==> config.mk <==
export PLATFORM = sky130hd
export DESIGN_NAME = dpt_pacer_trigger
export DESIGN_NICKNAME = d
export VERILOG_FILES = /design/src/logic/dpt_pkg.sv /design/src/logic/dpt_edge_sync.sv /design/src/logic/dpt_pacer_trigger.sv
export SDC_FILE = /design/constraint.sdc
export NUM_CORES = 1
export LEC_CHECK = 0
export ABC_AREA = 1
export ABC_CLOCK_PERIOD_IN_PS = 3000
export BUFFER_PORTS_ARGS = -buffer_cell sky130_fd_sc_hd__buf_2
export CAP_MARGIN = 10
export CORE_ASPECT_RATIO = 0.8
export CORE_MARGIN = 8
export CORE_UTILIZATION = 35
export CTS_CLUSTER_DIAMETER = 100
export DETAILED_ROUTE_END_ITERATION = 10
export MAX_ROUTING_LAYER = met4
export PLACE_DENSITY = 0.6
export SLEW_MARGIN = 20
export SYNTH_ARGS = -nofsm -noshare
export SYNTH_HDL_FRONTEND = slang
export SYNTH_HIERARCHICAL = 1
export SYNTH_SLANG_ARGS = --single-unit
==> constraint.sdc <==
create_clock -name core_clk -period 3 [get_ports core_clk]
set_input_delay 0 -clock core_clk [delete_from_list [all_inputs] [get_ports core_clk]]
set_output_delay 0 -clock core_clk [all_outputs]
set_load 0.005 [all_outputs]
==> src/logic/dpt_pkg.sv <==
package dpt_pkg;

  ////////////////////////////////////////////////////////////////////////////
  // Timing
  localparam longint TIME_BASE_HZ = 100_000_000;
  localparam longint CORE_CLK_HZ = 50_000_000;
  localparam int TB_TICKS_PER_CLK = int'(TIME_BASE_HZ / CORE_CLK_HZ);
  localparam longint AI_MAX_RATE_SPS = 250_000;
  localparam longint AI_MIN_RATE_MILLI_SPS = 24;
  localparam longint AO_MAX_RATE_SPS = 3_030_303;
  localparam longint EXT_IN_PACE_MAX_HZ = 10_000_000;
  localparam longint EXT_OUT_PACE_MAX_SPS = 3_000_000;
  // Smallest divisors that keep the internal pacers at or under their ceilings
  localparam logic [31:0] AI_MIN_DIV = 32'(TIME_BASE_HZ / AI_MAX_RATE_SPS);
  localparam logic [31:0] AO_MIN_DIV = 32'(TIME_BASE_HZ / AO_MAX_RATE_SPS);
  // Largest divisor the slowest input rate needs; must fit in 32 bits
  localparam longint AI_MAX_DIV = (TIME_BASE_HZ * 1000) / AI_MIN_RATE_MILLI_SPS;

  ////////////////////////////////////////////////////////////////////////////
  // Register map (byte addresses)
  localparam int ADDR_W = 8;
  localparam logic [7:0] REG_CTRL = 8'h00;
  localparam logic [7:0] REG_IN_DIV = 8'h04;
  localparam logic [7:0] REG_OUT_DIV = 8'h08;
  localparam logic [7:0] REG_THRESH = 8'h0C;
  localparam logic [7:0] REG_LINE_DIR = 8'h10;
  localparam logic [7:0] REG_LINE_OUT = 8'h14;
  localparam logic [7:0] REG_LINE_IN = 8'h18;
  localparam logic [7:0] REG_STATUS = 8'h1C;

  // Reset values
  localparam logic [9:0] CTRL_RST = 10'h000;
  localparam logic [31:0] IN_DIV_RST = 32'h0000_0190;
  localparam logic [31:0] OUT_DIV_RST = 32'h0000_0021;
  localparam logic [15:0] THRESH_RST = 16'h8000;
  localparam logic [31:0] LINE_RST = 32'h0000_0000;

  // Status bit positions
  localparam int ST_IN_CONV = 0;
  localparam int ST_OUT_CONV = 1;
  localparam int ST_ACQ_START = 2;
  localparam int ST_ACQ_STOP = 3;
  localparam int ST_ANA_RISE = 4;
  localparam int ST_ANA_FALL = 5;
  localparam int ST_OUT_TRIG = 6;
  localparam int ST_W = 7;

  // External input vector positions
  localparam int EX_IN_PACE = 0;
  localparam int EX_OUT_PACE = 1;
  localparam int EX_TRIG_A = 2;
  localparam int EX_TRIG_B = 3;
  localparam int EX_ANA_A = 4;
  localparam int EX_ANA_B = 5;
  localparam int EX_OUT_TRIG = 6;
  localparam int EX_W = 7;

  // Control register, bit 0 at the bottom
  typedef struct packed {
    logic outRunRequest;   // 9
    logic outTrigNeeded;   // 8
    logic outTrigFalling;  // 7
    logic anaSourceB;      // 6
    logic stopFalling;     // 5
    logic startFalling;    // 4
    logic outPaceEnable;   // 3
    logic inPaceEnable;    // 2
    logic outPaceExternal; // 1
    logic inPaceExternal;  // 0
  } dpt_ctrl_s;

  typedef enum logic [2:0] {
    OUT_IDLE = 3'b001,
    OUT_ARMED = 3'b010,
    OUT_RUN = 3'b100
  } dpt_out_state_e;

endpackage

==> src/logic/dpt_edge_sync.sv <==
`timescale 1ns/1ps
module dpt_edge_sync #(
  parameter int WIDTH = 1
) (
  input wire logic core_clk,
  input wire logic rst_n,
  input wire logic [WIDTH-1:0] asyncIn,
  output logic [WIDTH-1:0] syncLevel,
  output logic [WIDTH-1:0] risePulse,
  output logic [WIDTH-1:0] fallPulse
);

  initial begin
    if (WIDTH < 1) begin
      $error("dpt_edge_sync: WIDTH must be at least 1");
    end
  end

  // Stage one feeds stage two only; edges are taken between stages two and three
  genvar i;
  for (i = 0; i < WIDTH; i++) begin : g_bit
    logic meta_reg;
    logic stable_reg;
    logic prev_reg;
    always_ff @(posedge core_clk) begin
      if (!rst_n) begin
        meta_reg <= 1'b0;
        stable_reg <= 1'b0;
        prev_reg <= 1'b0;
      end else begin
        meta_reg <= asyncIn[i];
        stable_reg <= meta_reg;
        prev_reg <= stable_reg;
      end
    end
    assign syncLevel[i] = stable_reg;
    assign risePulse[i] = stable_reg & ~prev_reg;
    assign fallPulse[i] = ~stable_reg & prev_reg;
  end

endmodule

==> src/logic/dpt_pacer_trigger.sv <==
// Behaviour
// - Input pacer divides the 100 MHz time base by a programmable count.
// - Internal input pacing starts each conversion on the pacer's rising edge.
// - Internal input rate spans 0.024 S/s to 250 kS/s.
// - Software picks internal or external input pacing and the internal rate.
// - External input pacing starts each conversion on the pin's rising edge.
// - A selected edge on either digital trigger pin raises a trigger event.
// - Threshold crossings raise rising or falling analog trigger events.
// - Software writes a 16-bit threshold code spanning -10 V to +10 V.
// - Output update clock divides the 100 MHz time base with 32 bits.
// - Internal output pacing starts each update on the divider's rising edge.
// - Internal output rate stays at or below 3.030303 MS/s; software picks source.
// - External output pacing uses the pin's rising edge, at most 3 MS/s.
// - A digital trigger edge starts continuous output updates.
// - Software selects rising or falling edge for the output trigger.
// - Thirty-two general lines, each set as input or output.
// - Each output update refreshes both output converters together.
// - Start and stop trigger edges are each programmable rising or falling.
//
// The strobed register port and the placing of the registers were chosen for this implementation.
`timescale 1ns/1ps
module dpt_pacer_trigger #(
  parameter int LINES = 32,
  parameter logic [31:0] IN_MIN_DIV = dpt_pkg::AI_MIN_DIV,
  parameter logic [31:0] OUT_MIN_DIV = dpt_pkg::AO_MIN_DIV
) (
  input wire logic core_clk,
  input wire logic rst_n,
  input wire logic [dpt_pkg::ADDR_W-1:0] busAddr,
  input wire logic [31:0] busWrData,
  input wire logic busWrStrobe,
  input wire logic busRdStrobe,
  output logic [31:0] busRdData,
  input wire logic inputPaceExt,
  input wire logic outputPaceExt,
  input wire logic digitalTriggerInA,
  input wire logic digitalTriggerInB,
  input wire logic analogThresholdInA,
  input wire logic analogThresholdInB,
  input wire logic outputTriggerIn,
  input wire logic [LINES-1:0] generalLinesIn,
  output logic [LINES-1:0] generalLinesOut,
  output logic [LINES-1:0] generalLinesOe,
  output logic [15:0] thresholdCode,
  output logic inputConvStart,
  output logic [1:0] outputDacUpdate,
  output logic acqStartEvent,
  output logic acqStopEvent,
  output logic anaTrigRise,
  output logic anaTrigFall,
  output logic outputTrigEvent
);
  import dpt_pkg::*;

  initial begin
    if (LINES < 1 || LINES > 32) begin
      $error("dpt_pacer_trigger: LINES must be 1 to 32");
    end
    if (IN_MIN_DIV < 32'(TB_TICKS_PER_CLK) || OUT_MIN_DIV < 32'(TB_TICKS_PER_CLK)) begin
      $error("dpt_pacer_trigger: minimum divisors below one core clock");
    end
    if (AI_MAX_DIV > 64'hFFFF_FFFF) begin
      $error("dpt_pacer_trigger: slowest input rate does not fit the divider");
    end
  end

  ////////////////////////////////////////////////////////////////////////////
  // Registers
  dpt_ctrl_s ctrl_reg;
  logic [31:0] inDiv_reg;
  logic [31:0] outDiv_reg;
  logic [15:0] thresh_reg;
  logic [LINES-1:0] lineDir_reg;
  logic [LINES-1:0] lineOut_reg;
  logic [ST_W-1:0] status_reg;
  logic [ST_W-1:0] status_next;

  wire selCtrl = busAddr == REG_CTRL;
  wire selInDiv = busAddr == REG_IN_DIV;
  wire selOutDiv = busAddr == REG_OUT_DIV;
  wire selThresh = busAddr == REG_THRESH;
  wire selDir = busAddr == REG_LINE_DIR;
  wire selOut = busAddr == REG_LINE_OUT;
  wire selIn = busAddr == REG_LINE_IN;
  wire selStatus = busAddr == REG_STATUS;

  always_ff @(posedge core_clk) begin
    if (!rst_n) begin
      ctrl_reg <= dpt_ctrl_s'(CTRL_RST);
      inDiv_reg <= IN_DIV_RST;
      outDiv_reg <= OUT_DIV_RST;
    end else if (busWrStrobe) begin
      if (selCtrl) begin
        ctrl_reg <= dpt_ctrl_s'(busWrData[9:0]);
      end
      if (selInDiv) begin
        inDiv_reg <= busWrData;
      end
      if (selOutDiv) begin
        outDiv_reg <= busWrData;
      end
    end
  end

  always_ff @(posedge core_clk) begin
    if (!rst_n) begin
      thresh_reg <= THRESH_RST;
      lineDir_reg <= LINES'(LINE_RST);
      lineOut_reg <= LINES'(LINE_RST);
    end else if (busWrStrobe) begin
      if (selThresh) begin
        thresh_reg <= busWrData[15:0];
      end
      if (selDir) begin
        lineDir_reg <= busWrData[LINES-1:0];
      end
      if (selOut) begin
        lineOut_reg <= busWrData[LINES-1:0];
      end
    end
  end

  ////////////////////////////////////////////////////////////////////////////
  // External inputs
  logic [EX_W-1:0] exRaw;
  logic [EX_W-1:0] exLevel;
  logic [EX_W-1:0] exRise;
  logic [EX_W-1:0] exFall;
  logic [LINES-1:0] lineLevel;

  assign exRaw = {outputTriggerIn, analogThresholdInB, analogThresholdInA, digitalTriggerInB,
                  digitalTriggerInA, outputPaceExt, inputPaceExt};

  dpt_edge_sync #(.WIDTH(EX_W)) u_exSync (
    .core_clk(core_clk),
    .rst_n(rst_n),
    .asyncIn(exRaw),
    .syncLevel(exLevel),
    .risePulse(exRise),
    .fallPulse(exFall)
  );

  // Lines only need a clean level, the edge outputs are left unused
  dpt_edge_sync #(.WIDTH(LINES)) u_lineSync (
    .core_clk(core_clk),
    .rst_n(rst_n),
    .asyncIn(generalLinesIn),
    .syncLevel(lineLevel),
    .risePulse(),
    .fallPulse()
  );

  ////////////////////////////////////////////////////////////////////////////
  // Pacers: each core clock adds two time-base ticks; the remainder is kept so
  // odd divisors still average to the exact rate, at one core clock of jitter
  logic [32:0] inAcc_reg;
  logic [32:0] outAcc_reg;
  wire [31:0] inDivEff = (inDiv_reg < IN_MIN_DIV) ? IN_MIN_DIV : inDiv_reg;
  wire [31:0] outDivEff = (outDiv_reg < OUT_MIN_DIV) ? OUT_MIN_DIV : outDiv_reg;
  wire [32:0] inAccSum = inAcc_reg + 33'(TB_TICKS_PER_CLK);
  wire [32:0] outAccSum = outAcc_reg + 33'(TB_TICKS_PER_CLK);
  wire inTerminal = inAccSum >= {1'b0, inDivEff};
  wire outTerminal = outAccSum >= {1'b0, outDivEff};
  wire inPacerRun = ctrl_reg.inPaceEnable & ~ctrl_reg.inPaceExternal;
  wire outPacerRun = ctrl_reg.outPaceEnable & ~ctrl_reg.outPaceExternal;

  // A new divisor restarts the phase, so a leftover above it cannot fire every cycle
  always_ff @(posedge core_clk) begin
    if (!rst_n || !inPacerRun || (busWrStrobe && selInDiv)) begin
      inAcc_reg <= 33'h0_0000_0000;
    end else begin
      inAcc_reg <= inTerminal ? inAccSum - {1'b0, inDivEff} : inAccSum;
    end
  end

  always_ff @(posedge core_clk) begin
    if (!rst_n || !outPacerRun || (busWrStrobe && selOutDiv)) begin
      outAcc_reg <= 33'h0_0000_0000;
    end else begin
      outAcc_reg <= outTerminal ? outAccSum - {1'b0, outDivEff} : outAccSum;
    end
  end

  wire inIntTick = inPacerRun & inTerminal;
  wire inExtTick = ctrl_reg.inPaceEnable & ctrl_reg.inPaceExternal & exRise[EX_IN_PACE];
  wire outIntTick = outPacerRun & outTerminal;
  wire outExtTick = ctrl_reg.outPaceEnable & ctrl_reg.outPaceExternal & exRise[EX_OUT_PACE];

  ////////////////////////////////////////////////////////////////////////////
  // Triggers
  wire startHit = ctrl_reg.startFalling ? exFall[EX_TRIG_A] : exRise[EX_TRIG_A];
  wire stopHit = ctrl_reg.stopFalling ? exFall[EX_TRIG_B] : exRise[EX_TRIG_B];
  wire anaRiseHit = ctrl_reg.anaSourceB ? exRise[EX_ANA_B] : exRise[EX_ANA_A];
  wire anaFallHit = ctrl_reg.anaSourceB ? exFall[EX_ANA_B] : exFall[EX_ANA_A];
  wire outTrigHit = ctrl_reg.outTrigFalling ? exFall[EX_OUT_TRIG] : exRise[EX_OUT_TRIG];

  ////////////////////////////////////////////////////////////////////////////
  // Output run control: with a trigger required, updates wait for its edge
  dpt_out_state_e outState_reg;
  dpt_out_state_e outState_next;

  always_comb begin
    outState_next = outState_reg;
    unique case (outState_reg)
      OUT_IDLE: begin
        if (ctrl_reg.outRunRequest) begin
          outState_next = ctrl_reg.outTrigNeeded ? OUT_ARMED : OUT_RUN;
        end
      end
      OUT_ARMED: begin
        if (!ctrl_reg.outRunRequest) begin
          outState_next = OUT_IDLE;
        end else if (outTrigHit) begin
          outState_next = OUT_RUN;
        end
      end
      OUT_RUN: begin
        if (!ctrl_reg.outRunRequest) begin
          outState_next = OUT_IDLE;
        end
      end
    endcase
  end

  always_ff @(posedge core_clk) begin
    if (!rst_n) begin
      outState_reg <= OUT_IDLE;
    end else begin
      outState_reg <= outState_next;
    end
  end

  wire outUpdateTick = (outState_reg == OUT_RUN) & (outIntTick | outExtTick);

  ////////////////////////////////////////////////////////////////////////////
  // Event outputs and sticky status; a new event beats a clear in the same cycle
  wire [ST_W-1:0] eventVec = {outTrigHit, anaFallHit, anaRiseHit, stopHit, startHit,
                              outUpdateTick, inIntTick | inExtTick};
  wire statusClear = busWrStrobe & selStatus;
  assign status_next = (status_reg & ~(statusClear ? busWrData[ST_W-1:0] : {ST_W{1'b0}})) | eventVec;

  always_ff @(posedge core_clk) begin
    if (!rst_n) begin
      status_reg <= {ST_W{1'b0}};
      inputConvStart <= 1'b0;
      outputDacUpdate <= 2'b00;
      acqStartEvent <= 1'b0;
      acqStopEvent <= 1'b0;
      anaTrigRise <= 1'b0;
      anaTrigFall <= 1'b0;
      outputTrigEvent <= 1'b0;
    end else begin
      status_reg <= status_next;
      inputConvStart <= eventVec[ST_IN_CONV];
      outputDacUpdate <= {2{eventVec[ST_OUT_CONV]}};
      acqStartEvent <= eventVec[ST_ACQ_START];
      acqStopEvent <= eventVec[ST_ACQ_STOP];
      anaTrigRise <= eventVec[ST_ANA_RISE];
      anaTrigFall <= eventVec[ST_ANA_FALL];
      outputTrigEvent <= eventVec[ST_OUT_TRIG];
    end
  end

  ////////////////////////////////////////////////////////////////////////////
  // Pins and read-back
  always_ff @(posedge core_clk) begin
    if (!rst_n) begin
      generalLinesOut <= LINES'(LINE_RST);
      generalLinesOe <= LINES'(LINE_RST);
      thresholdCode <= THRESH_RST;
    end else begin
      generalLinesOut <= lineOut_reg;
      generalLinesOe <= lineDir_reg;
      thresholdCode <= thresh_reg;
    end
  end

  wire [31:0] rdMux =
    selCtrl ? {22'h00_0000, ctrl_reg} :
    selInDiv ? inDiv_reg :
    selOutDiv ? outDiv_reg :
    selThresh ? {16'h0000, thresh_reg} :
    selDir ? 32'(lineDir_reg) :
    selOut ? 32'(lineOut_reg) :
    selIn ? 32'(lineLevel) :
    selStatus ? {{(32-ST_W){1'b0}}, status_reg} : 32'h0000_0000;

  always_ff @(posedge core_clk) begin
    if (!rst_n) begin
      busRdData <= 32'h0000_0000;
    end else begin
      busRdData <= busRdStrobe ? rdMux : 32'h0000_0000;
    end
  end

  ////////////////////////////////////////////////////////////////////////////
  // Checks
  property p_inIntPace;
    @(posedge core_clk) disable iff (!rst_n)
      inIntTick |-> ##1 inputConvStart;
  endproperty
  a_inIntPace: assert property (p_inIntPace) else $error("internal input tick lost");

  property p_inExtPace;
    @(posedge core_clk) disable iff (!rst_n)
      (ctrl_reg.inPaceEnable && ctrl_reg.inPaceExternal && $rose(exLevel[EX_IN_PACE]))
        |-> ##1 inputConvStart;
  endproperty
  a_inExtPace: assert property (p_inExtPace) else $error("external input edge lost");

  property p_inRateCap;
    @(posedge core_clk) disable iff (!rst_n)
      inIntTick |-> ##1 !inIntTick [*8];
  endproperty
  a_inRateCap: assert property (p_inRateCap) else $error("input pacer too fast");

  property p_outRateCap;
    @(posedge core_clk) disable iff (!rst_n)
      outIntTick |-> ##1 !outIntTick [*7];
  endproperty
  a_outRateCap: assert property (p_outRateCap) else $error("output pacer too fast");

  property p_dacTogether;
    @(posedge core_clk) disable iff (!rst_n)
      outputDacUpdate[0] == outputDacUpdate[1];
  endproperty
  a_dacTogether: assert property (p_dacTogether) else $error("converters updated apart");

  property p_outNeedsRun;
    @(posedge core_clk) disable iff (!rst_n)
      outputDacUpdate[0] |-> $past(outState_reg) == OUT_RUN;
  endproperty
  a_outNeedsRun: assert property (p_outNeedsRun) else $error("update while not running");

  property p_outTrigStarts;
    @(posedge core_clk) disable iff (!rst_n)
      (outState_reg == OUT_ARMED && ctrl_reg.outRunRequest && outTrigHit) |=> outState_reg == OUT_RUN;
  endproperty
  a_outTrigStarts: assert property (p_outTrigStarts) else $error("output trigger ignored");

  property p_startEdge;
    @(posedge core_clk) disable iff (!rst_n)
      acqStartEvent |-> $past(ctrl_reg.startFalling) ? $fell($past(exLevel[EX_TRIG_A]))
                                                     : $rose($past(exLevel[EX_TRIG_A]));
  endproperty
  a_startEdge: assert property (p_startEdge) else $error("start on wrong edge");

  property p_pulseSingle;
    @(posedge core_clk) disable iff (!rst_n)
      acqStopEvent |=> !acqStopEvent;
  endproperty
  a_pulseSingle: assert property (p_pulseSingle) else $error("stop pulse too long");

  property p_stickySet;
    @(posedge core_clk) disable iff (!rst_n)
      anaRiseHit |=> status_reg[ST_ANA_RISE];
  endproperty
  a_stickySet: assert property (p_stickySet) else $error("analog rise not recorded");

  c_inConv: cover property (@(posedge core_clk) disable iff (!rst_n) inputConvStart);
  c_outRun: cover property (@(posedge core_clk) disable iff (!rst_n)
    outState_reg == OUT_ARMED ##1 outState_reg == OUT_RUN);
  c_anaFall: cover property (@(posedge core_clk) disable iff (!rst_n) anaTrigFall);

endmodule

==> results of run 1 <==
-- worst max-delay path by stage --
| stage | from | to | cells past startpoint |
|---|---|---|---|
| after CTS | inDiv_reg[6]$_SDFFE_PN0P_ | inAcc_reg[18]$_SDFF_PP0_ | 18 |
| after detailed placement | inDiv_reg[4]$_SDFFE_PN1P_ | inAcc_reg[28]$_SDFF_PP0_ | 16 |
| after global placement | inDiv_reg[4]$_SDFFE_PN1P_ | inAcc_reg[28]$_SDFF_PP0_ | 16 |
| after global routing | inAcc_reg[3]$_SDFF_PP0_ | inAcc_reg[15]$_SDFF_PP0_ | 26 |
| after floorplan | inAcc_reg[2]$_SDFF_PP0_ | status_reg[0]$_SDFF_PN0_ | 24 |
| final | inDiv_reg[6]$_SDFFE_PN0P_ | inAcc_reg[23]$_SDFF_PP0_ | 20 |
-- worst min-delay path: stages --
cell and delay [ns]:
buf_2 0.11, nor3_1 0.07, inv_1 0.05, nor2_1 0.03, buf_4 0.17, nand2_1 0.08
a21oi_1 0.08
-- routing by layer --
layer	global-route usage	wire length [um]	vias to the layer above
li1	-	-	11800
met1	0.327	39000	11100
met2	0.346	36900	826
met3	0.0389	6120	114
met4	0.0588	2110	0
met5	-	0	-
-- report_power, final --
part           internal (mW)  total (mW)  switching [mW]
logic                  0.217       0.511           0.294
clock network           2.99        5.46            2.47
registers               5.83        5.85          0.0249
-- layout make-up --
| type | instances | area (um2) | share of cell area |
|---|---|---|---|
| inverter | 518 | 1970 | 0.0592 |
| clock inverter | 15 | 171 | 0.00515 |
| tap | 840 | 1050 | 0.0316 |
| timing repair inverter | 2 | 20.0 | 0.000601 |
| timing repair buffer | 901 | 7030 | 0.211 |
| sequential | 434 | 8730 | 0.262 |
| multi-input combinational | 2128 | 13100 | 0.393 |
| clock buffer | 59 | 1230 | 0.0368 |
| antenna | 4 | 10.0 | 0.000301 |
-- what timing repair did --
item                       4_1_cts  5_1_grt
buffers inserted                60       34
resized for setup              437      218
setup endpoints to repair       70       70
hold endpoints to repair       216        0
pin swaps                      133      111
gates cloned                    12        0
hold buffers                    88        0
-- metrics by stage --
step           total power [mW]  instance area, um2  setup TNS, ns
2_1_floorplan              6.21               22100              0
3_3_place_gp               6.37               27400         -46.18
3_5_place_dp               6.37               27400         -46.42
4_1_cts                    11.9               32300          -9.73
5_1_grt                    12.2               33300         -27.26
6_report                   11.8               33300         -16.57
==> flow_summary.yaml, run 1 <==
status:
  status: "complete, but fails checks"
  violations: "negative setup slack"
route:
  drtAntennaViolNets: 0
  drc_errors: 0
  wl_per_cell_um: 17.2
  vias: 23800
  via_per_inst: 4.85
  drtIter0Drc: 2148
  drtPass1Iterations: 6
  routed_wl_um: 84200
clocking:
  cts_tree: "built"
  cts_made_buffers: 43
  worstSkewPairLatency_ns: 0.60
  clockBufferDepth: 3
  clk_pin_slew_ns: 0.07
  h-tree-depth: 2
  clock_sinks: 434
  clockRootBuffer: "clkbuf_16"
min_path:
  hp-start: "busAddr[3]"
  hold_depth: 7
  hold_path_end: "busRdData[1]$_SDFF_PN0_"
  min_path_type: "in2reg"
synthesis:
  synth_nets: 3375
  syn_area_um2: 22000
  synth_area_per_cell_um2: 6.82
  synth_warnings: 6
  syn_inst: 3224
timing:
  slew_headroom: 0.302
  finalSetupViolCount: 70
  max_freq_mhz: 295
  skew_ns: 0.0221
  hold_slack_ns: 0.0427
  hold_viol: 0
  worstMarginPinSlew_ns: 1.04
  fin_ws_ns: -0.394
  rsz0062_at_grt: "true"
  min_period_ns: 3.39
  post-route-period-util: 1.13
  maxSlewViolCount: 0
placement:
  place_ws_ns: -0.907
  portBuffers: 202
  gp_congestion: 0.981
  placedCellCount: 4641
  post-dp-hpwl_um: 61500
floorplan:
  fp.dieH_um: 240
  core-area_um2: 62400
  die_area_um2: 71100
  pin_count: 203
  row_count: 82
  die_x_um: 296
  start_util: 0.352
finish:
  layout_commonest_cell: "nand2_1"
  mostFrequentLayoutCells: "nand2_1 (596), buf_4 (545), inv_1 (467), dfxtp_1 (408), nor2_1 (316)"
  fin_util: 0.534
  syn_to_final_growth_pct: 51.5
  drive_gt1_frac: 0.346
  fillerInstances: 5941
  stdcell_count: 4901
  nets: 4179
critical_path:
  worstRegToRegCells: 20
  path_max_fanout: 5
  arrival_ns: 3.92
  crit_chain: "o311a_4 > nor4_4 > and2_4 > buf_6 > nor2_4 > ha_4 > nand2_2 > nor2_4 > nand2_2 > nor2_4 > nand3_2 > nand3_2 > nor2_4 > nand3_4 > nand2_8 > buf_12 > buf_16 > nand2_2 > nand2_1 > nor2_1"
  critPathBufInv: 3
  cpMaxStageDelayCell: "o311a_4"
  start_kind: "register"
  end_kind: "register"
  cp_common_cell: "nor2_4"
  r2r_start: "inDiv_reg[6]$_SDFFE_PN0P_"
  cp_top_family: "simple AND/OR/NAND/NOR gates"
  timing.rr.end: "inAcc_reg[23]$_SDFF_PP0_"
  slowest_delay_ns: 0.42
  criticalPathCategory: "reg2reg"
  required_ns: 3.52
  r2r_slack_ns: -0.39
global_route:
  grt_start_max_net_pins: 184
  antenna_found_initial: 5
  globalRoute.totalOverflow: 0
  grt_pass1_vias: 22400
  grt_pass1_wl_um: 128000
  grt_usage: 0.233
run:
  maxCapViolCount: 0
power:
  peakVddDrop_v: 0.000374
  power_density_nw_per_um2: 355
  p_leak_nw: 17.1
No activity file was read; power rests on OpenSTA's default activity.
==> run 2: changes to the inputs <==
Settings changed: CAP_MARGIN 10 to 20, PLACE_DENSITY 0.6 to 0.61, SYNTH_HIERARCHICAL 1 to default.
==> run 2 against run 1 <==
  * The flow still finishes with violations (negative setup slack)
  * Combinational power about the same
  * Power grew 1.4%
  * Highest routed layer unchanged
  * Sequential share of layout area up 0.86 points
  * Clock skew is 0.0021 ns lower
  * Register-to-register slack improved by 0.08 ns
  * Sequential power about the same
  * Largest cell class unchanged
  * Final cell count decreased by 2.1%
  * Non-clock buffer count fell by 23
  * Via count decreased by 2.4%
  * Utilization down 0.33 points
  * First-iteration DRC count shrank 13%
  * Critical endpoint is now inAcc_reg[16]$_SDFF_PP0_
==> flow_summary.yaml, run 2 <==
placement:
  portBuffers: 202
  gp_congestion: 0.991
  post-dp-hpwl_um: 60100
finish:
  drive_gt1_frac: 0.326
  syn_to_final_growth_pct: 50.7
  mostFrequentLayoutCells: "nand2_1 (665), buf_4 (555), inv_1 (452), dfxtp_1 (410), nor2_1 (339)"
  layout_commonest_cell: "nand2_1"
  nets: 4127
timing:
  min_period_ns: 3.31
  maxSlewViolCount: 0
  fin_ws_ns: -0.313
  rsz0062_at_grt: "true"
  slew_headroom: 0.234
  post-route-period-util: 1.10
  hold_viol: 0
  skew_ns: 0.0199
  max_freq_mhz: 302
  worstMarginPinSlew_ns: 1.14
  fin_setup_tns_ns: -13.95
  finalSetupViolCount: 70
synthesis:
  synth-seq-cells: 434
  yosysSeqAreaShare: 0.406
  synth_area_per_cell_um2: 6.78
  synth_cell_type_count: 48
  synth_warnings: 0
  ys_async_sr_fraction: 0
  synth_edf_count: 0
  yosys-top-cells-area: "dfxtp_1 (41%), nand2_1 (13%), inv_1 (8.6%)"
  yosysMostFrequentCell: "nand2_1"
  synth_nets: 3308
  synth_top_cell_by_area: "dfxtp_1"
  syn_area_um2: 21400
  synth_top_flop_cell: "dfxtp_1"
  synthTopCellsByCount: "nand2_1 (759), inv_1 (488), dfxtp_1 (434)"
  syn_inst: 3157
  yosysTopAreaCellShare: 0.406
global_route:
  grt_pass1_wl_um: 123000
  grt_pass1_vias: 21800
  globalRoute.totalOverflow: 0
  grt_start_max_net_pins: 210
  grt_usage: 0.226
  antenna_found_initial: 1
min_path:
  min_path_type: "in2reg"
critical_path:
  arrival_ns: 3.80
  required_ns: 3.49
  path_max_fanout: 19
  criticalPathCategory: "reg2reg"
  end_kind: "register"
  start_kind: "register"
clocking:
  clockRootBuffer: "clkbuf_16"
  worstSkewPairLatency_ns: 0.59
  cts_tree: "built"
  clock_sinks: 434
  clockBufferDepth: 3
  cts_made_buffers: 45
  h-tree-depth: 2
  clk_pin_slew_ns: 0.07
floorplan:
  fp.dieH_um: 237
  core-area_um2: 60800
  die_x_um: 293
  die_area_um2: 69400
  row_count: 81
  start_util: 0.352
  pin_count: 203
status:
  status: "complete, but fails checks"
  violations: "negative setup slack"
route:
  vias: 23200
  drtIter0Drc: 1874
  drc_errors: 0
  drtPass1Iterations: 5
  via_per_inst: 4.83
  wl_per_cell_um: 16.9
  routed_wl_um: 81300
  drtAntennaViolNets: 0
power:
  p_leak_nw: 16.4
  power_density_nw_per_um2: 372
  peakVddDrop_v: 0.000464
  power_mw: 12.0
run:
  maxCapViolCount: 0
## run 2: metrics by stage
stage               std cells  cell area [um2]  hold slack [ns]  worst slack [ns]   util
finish                   4797            32300           0.0763            -0.313  0.531
global route             4797            32300            0.102            -0.513  0.531
CTS                      4766            31100           0.0372            -0.240  0.511
detailed placement       4563            27000            0.185            -0.694  0.444
global placement         4563            27000            0.185            -0.752  0.444
floorplan                3157            21500           0.0976          0.000822      -
## run 2: what timing repair did
action,4_1_cts,5_1_grt
setup buffers,28,29
setup endpoints to repair,70,70
gates resized for setup,358,234
hold endpoints to repair,233,0
pin swaps,94,110
hold buffers,91,0
gates cloned,6,3
## run 2: routing by layer
layer	part of all wire	wire length (um)	track usage
met2	0.44	35800	0.340
met1	0.47	38100	0.319
met5	0	0	-
met4	0.020	1640	0.0450
met3	0.071	5740	0.0375
## run 2: final timing paths
path | depth (start not counted) | to | slack [ns] | start
worst min register to register | 2 | u_lineSync.g_bit[16].stable_reg$_SDFF_PN0_ | 0.41 | u_lineSync.g_bit[16].meta_reg$_SDFF_PN0_
worst max-delay path | 22 | inAcc_reg[16]$_SDFF_PP0_ | -0.31 | inAcc_reg[2]$_SDFF_PP0_
worst min-delay path | 7 | busRdData[4]$_SDFF_PN0_ | 0.08 | busAddr[0]
worst max register to register | 22 | inAcc_reg[16]$_SDFF_PP0_ | -0.31 | inAcc_reg[2]$_SDFF_PP0_
## run 2: final cells by class
cell class / instances / area [um2]
Tap cell: 788 / 986
Multi-Input combinational cell: 2122 / 12500
Timing Repair inverter: 1 / 16.3
Antenna cell: 1 / 2.50
Clock inverter: 19 / 184
Clock buffer: 60 / 1290
Sequential cell: 434 / 8740
Timing Repair Buffer: 878 / 6630
Inverter: 494 / 1880
Fill cell: 5732 / 28500
## run 2: power by group
part	internal, mW	switching, mW
Sequential	5.82	0.0247
Combinational	0.218	0.289
Clock	3.15	2.48
Total	9.19	2.80
## run 2: critical path, cell delays in order (launching register included)
cell	delay, ns
dfxtp_2	0.33
ha_2	0.19
nand3_2	0.11
nor3_4	0.22
buf_6	0.15
inv_2	0.06
nor3_4	0.23
nand2_2	0.09
xor2_2	0.16
inv_2	0.08
ha_4	0.26
nand2_1	0.07
nor2_2	0.14
inv_2	0.08
nor2_2	0.11
nand3_1	0.10
nand3_2	0.11
nor2_4	0.05
nand2_4	0.18
nand2_8	0.10
buf_16	0.18
nor2_1	0.14
nor2_2	0.06
## run 2: cells by family (layout without fill, tap and decap cells)
| group | count (synthesis) | in the layout | share of synthesized area |
|---|---|---|---|
| XOR/XNOR | 85 | 85 | 0.0348 |
| flip-flops | 434 | 434 | 0.406 |
| buffers and inverters | 601 | 1452 | 0.109 |
| AO/OA/AOI/OAI | 534 | 534 | 0.134 |
| adder cells (fa/ha/maj) | 68 | 68 | 0.0404 |
| AND/OR/NAND/NOR | 1435 | 1435 | 0.276 |
| other | 0 | 1 | 0 |
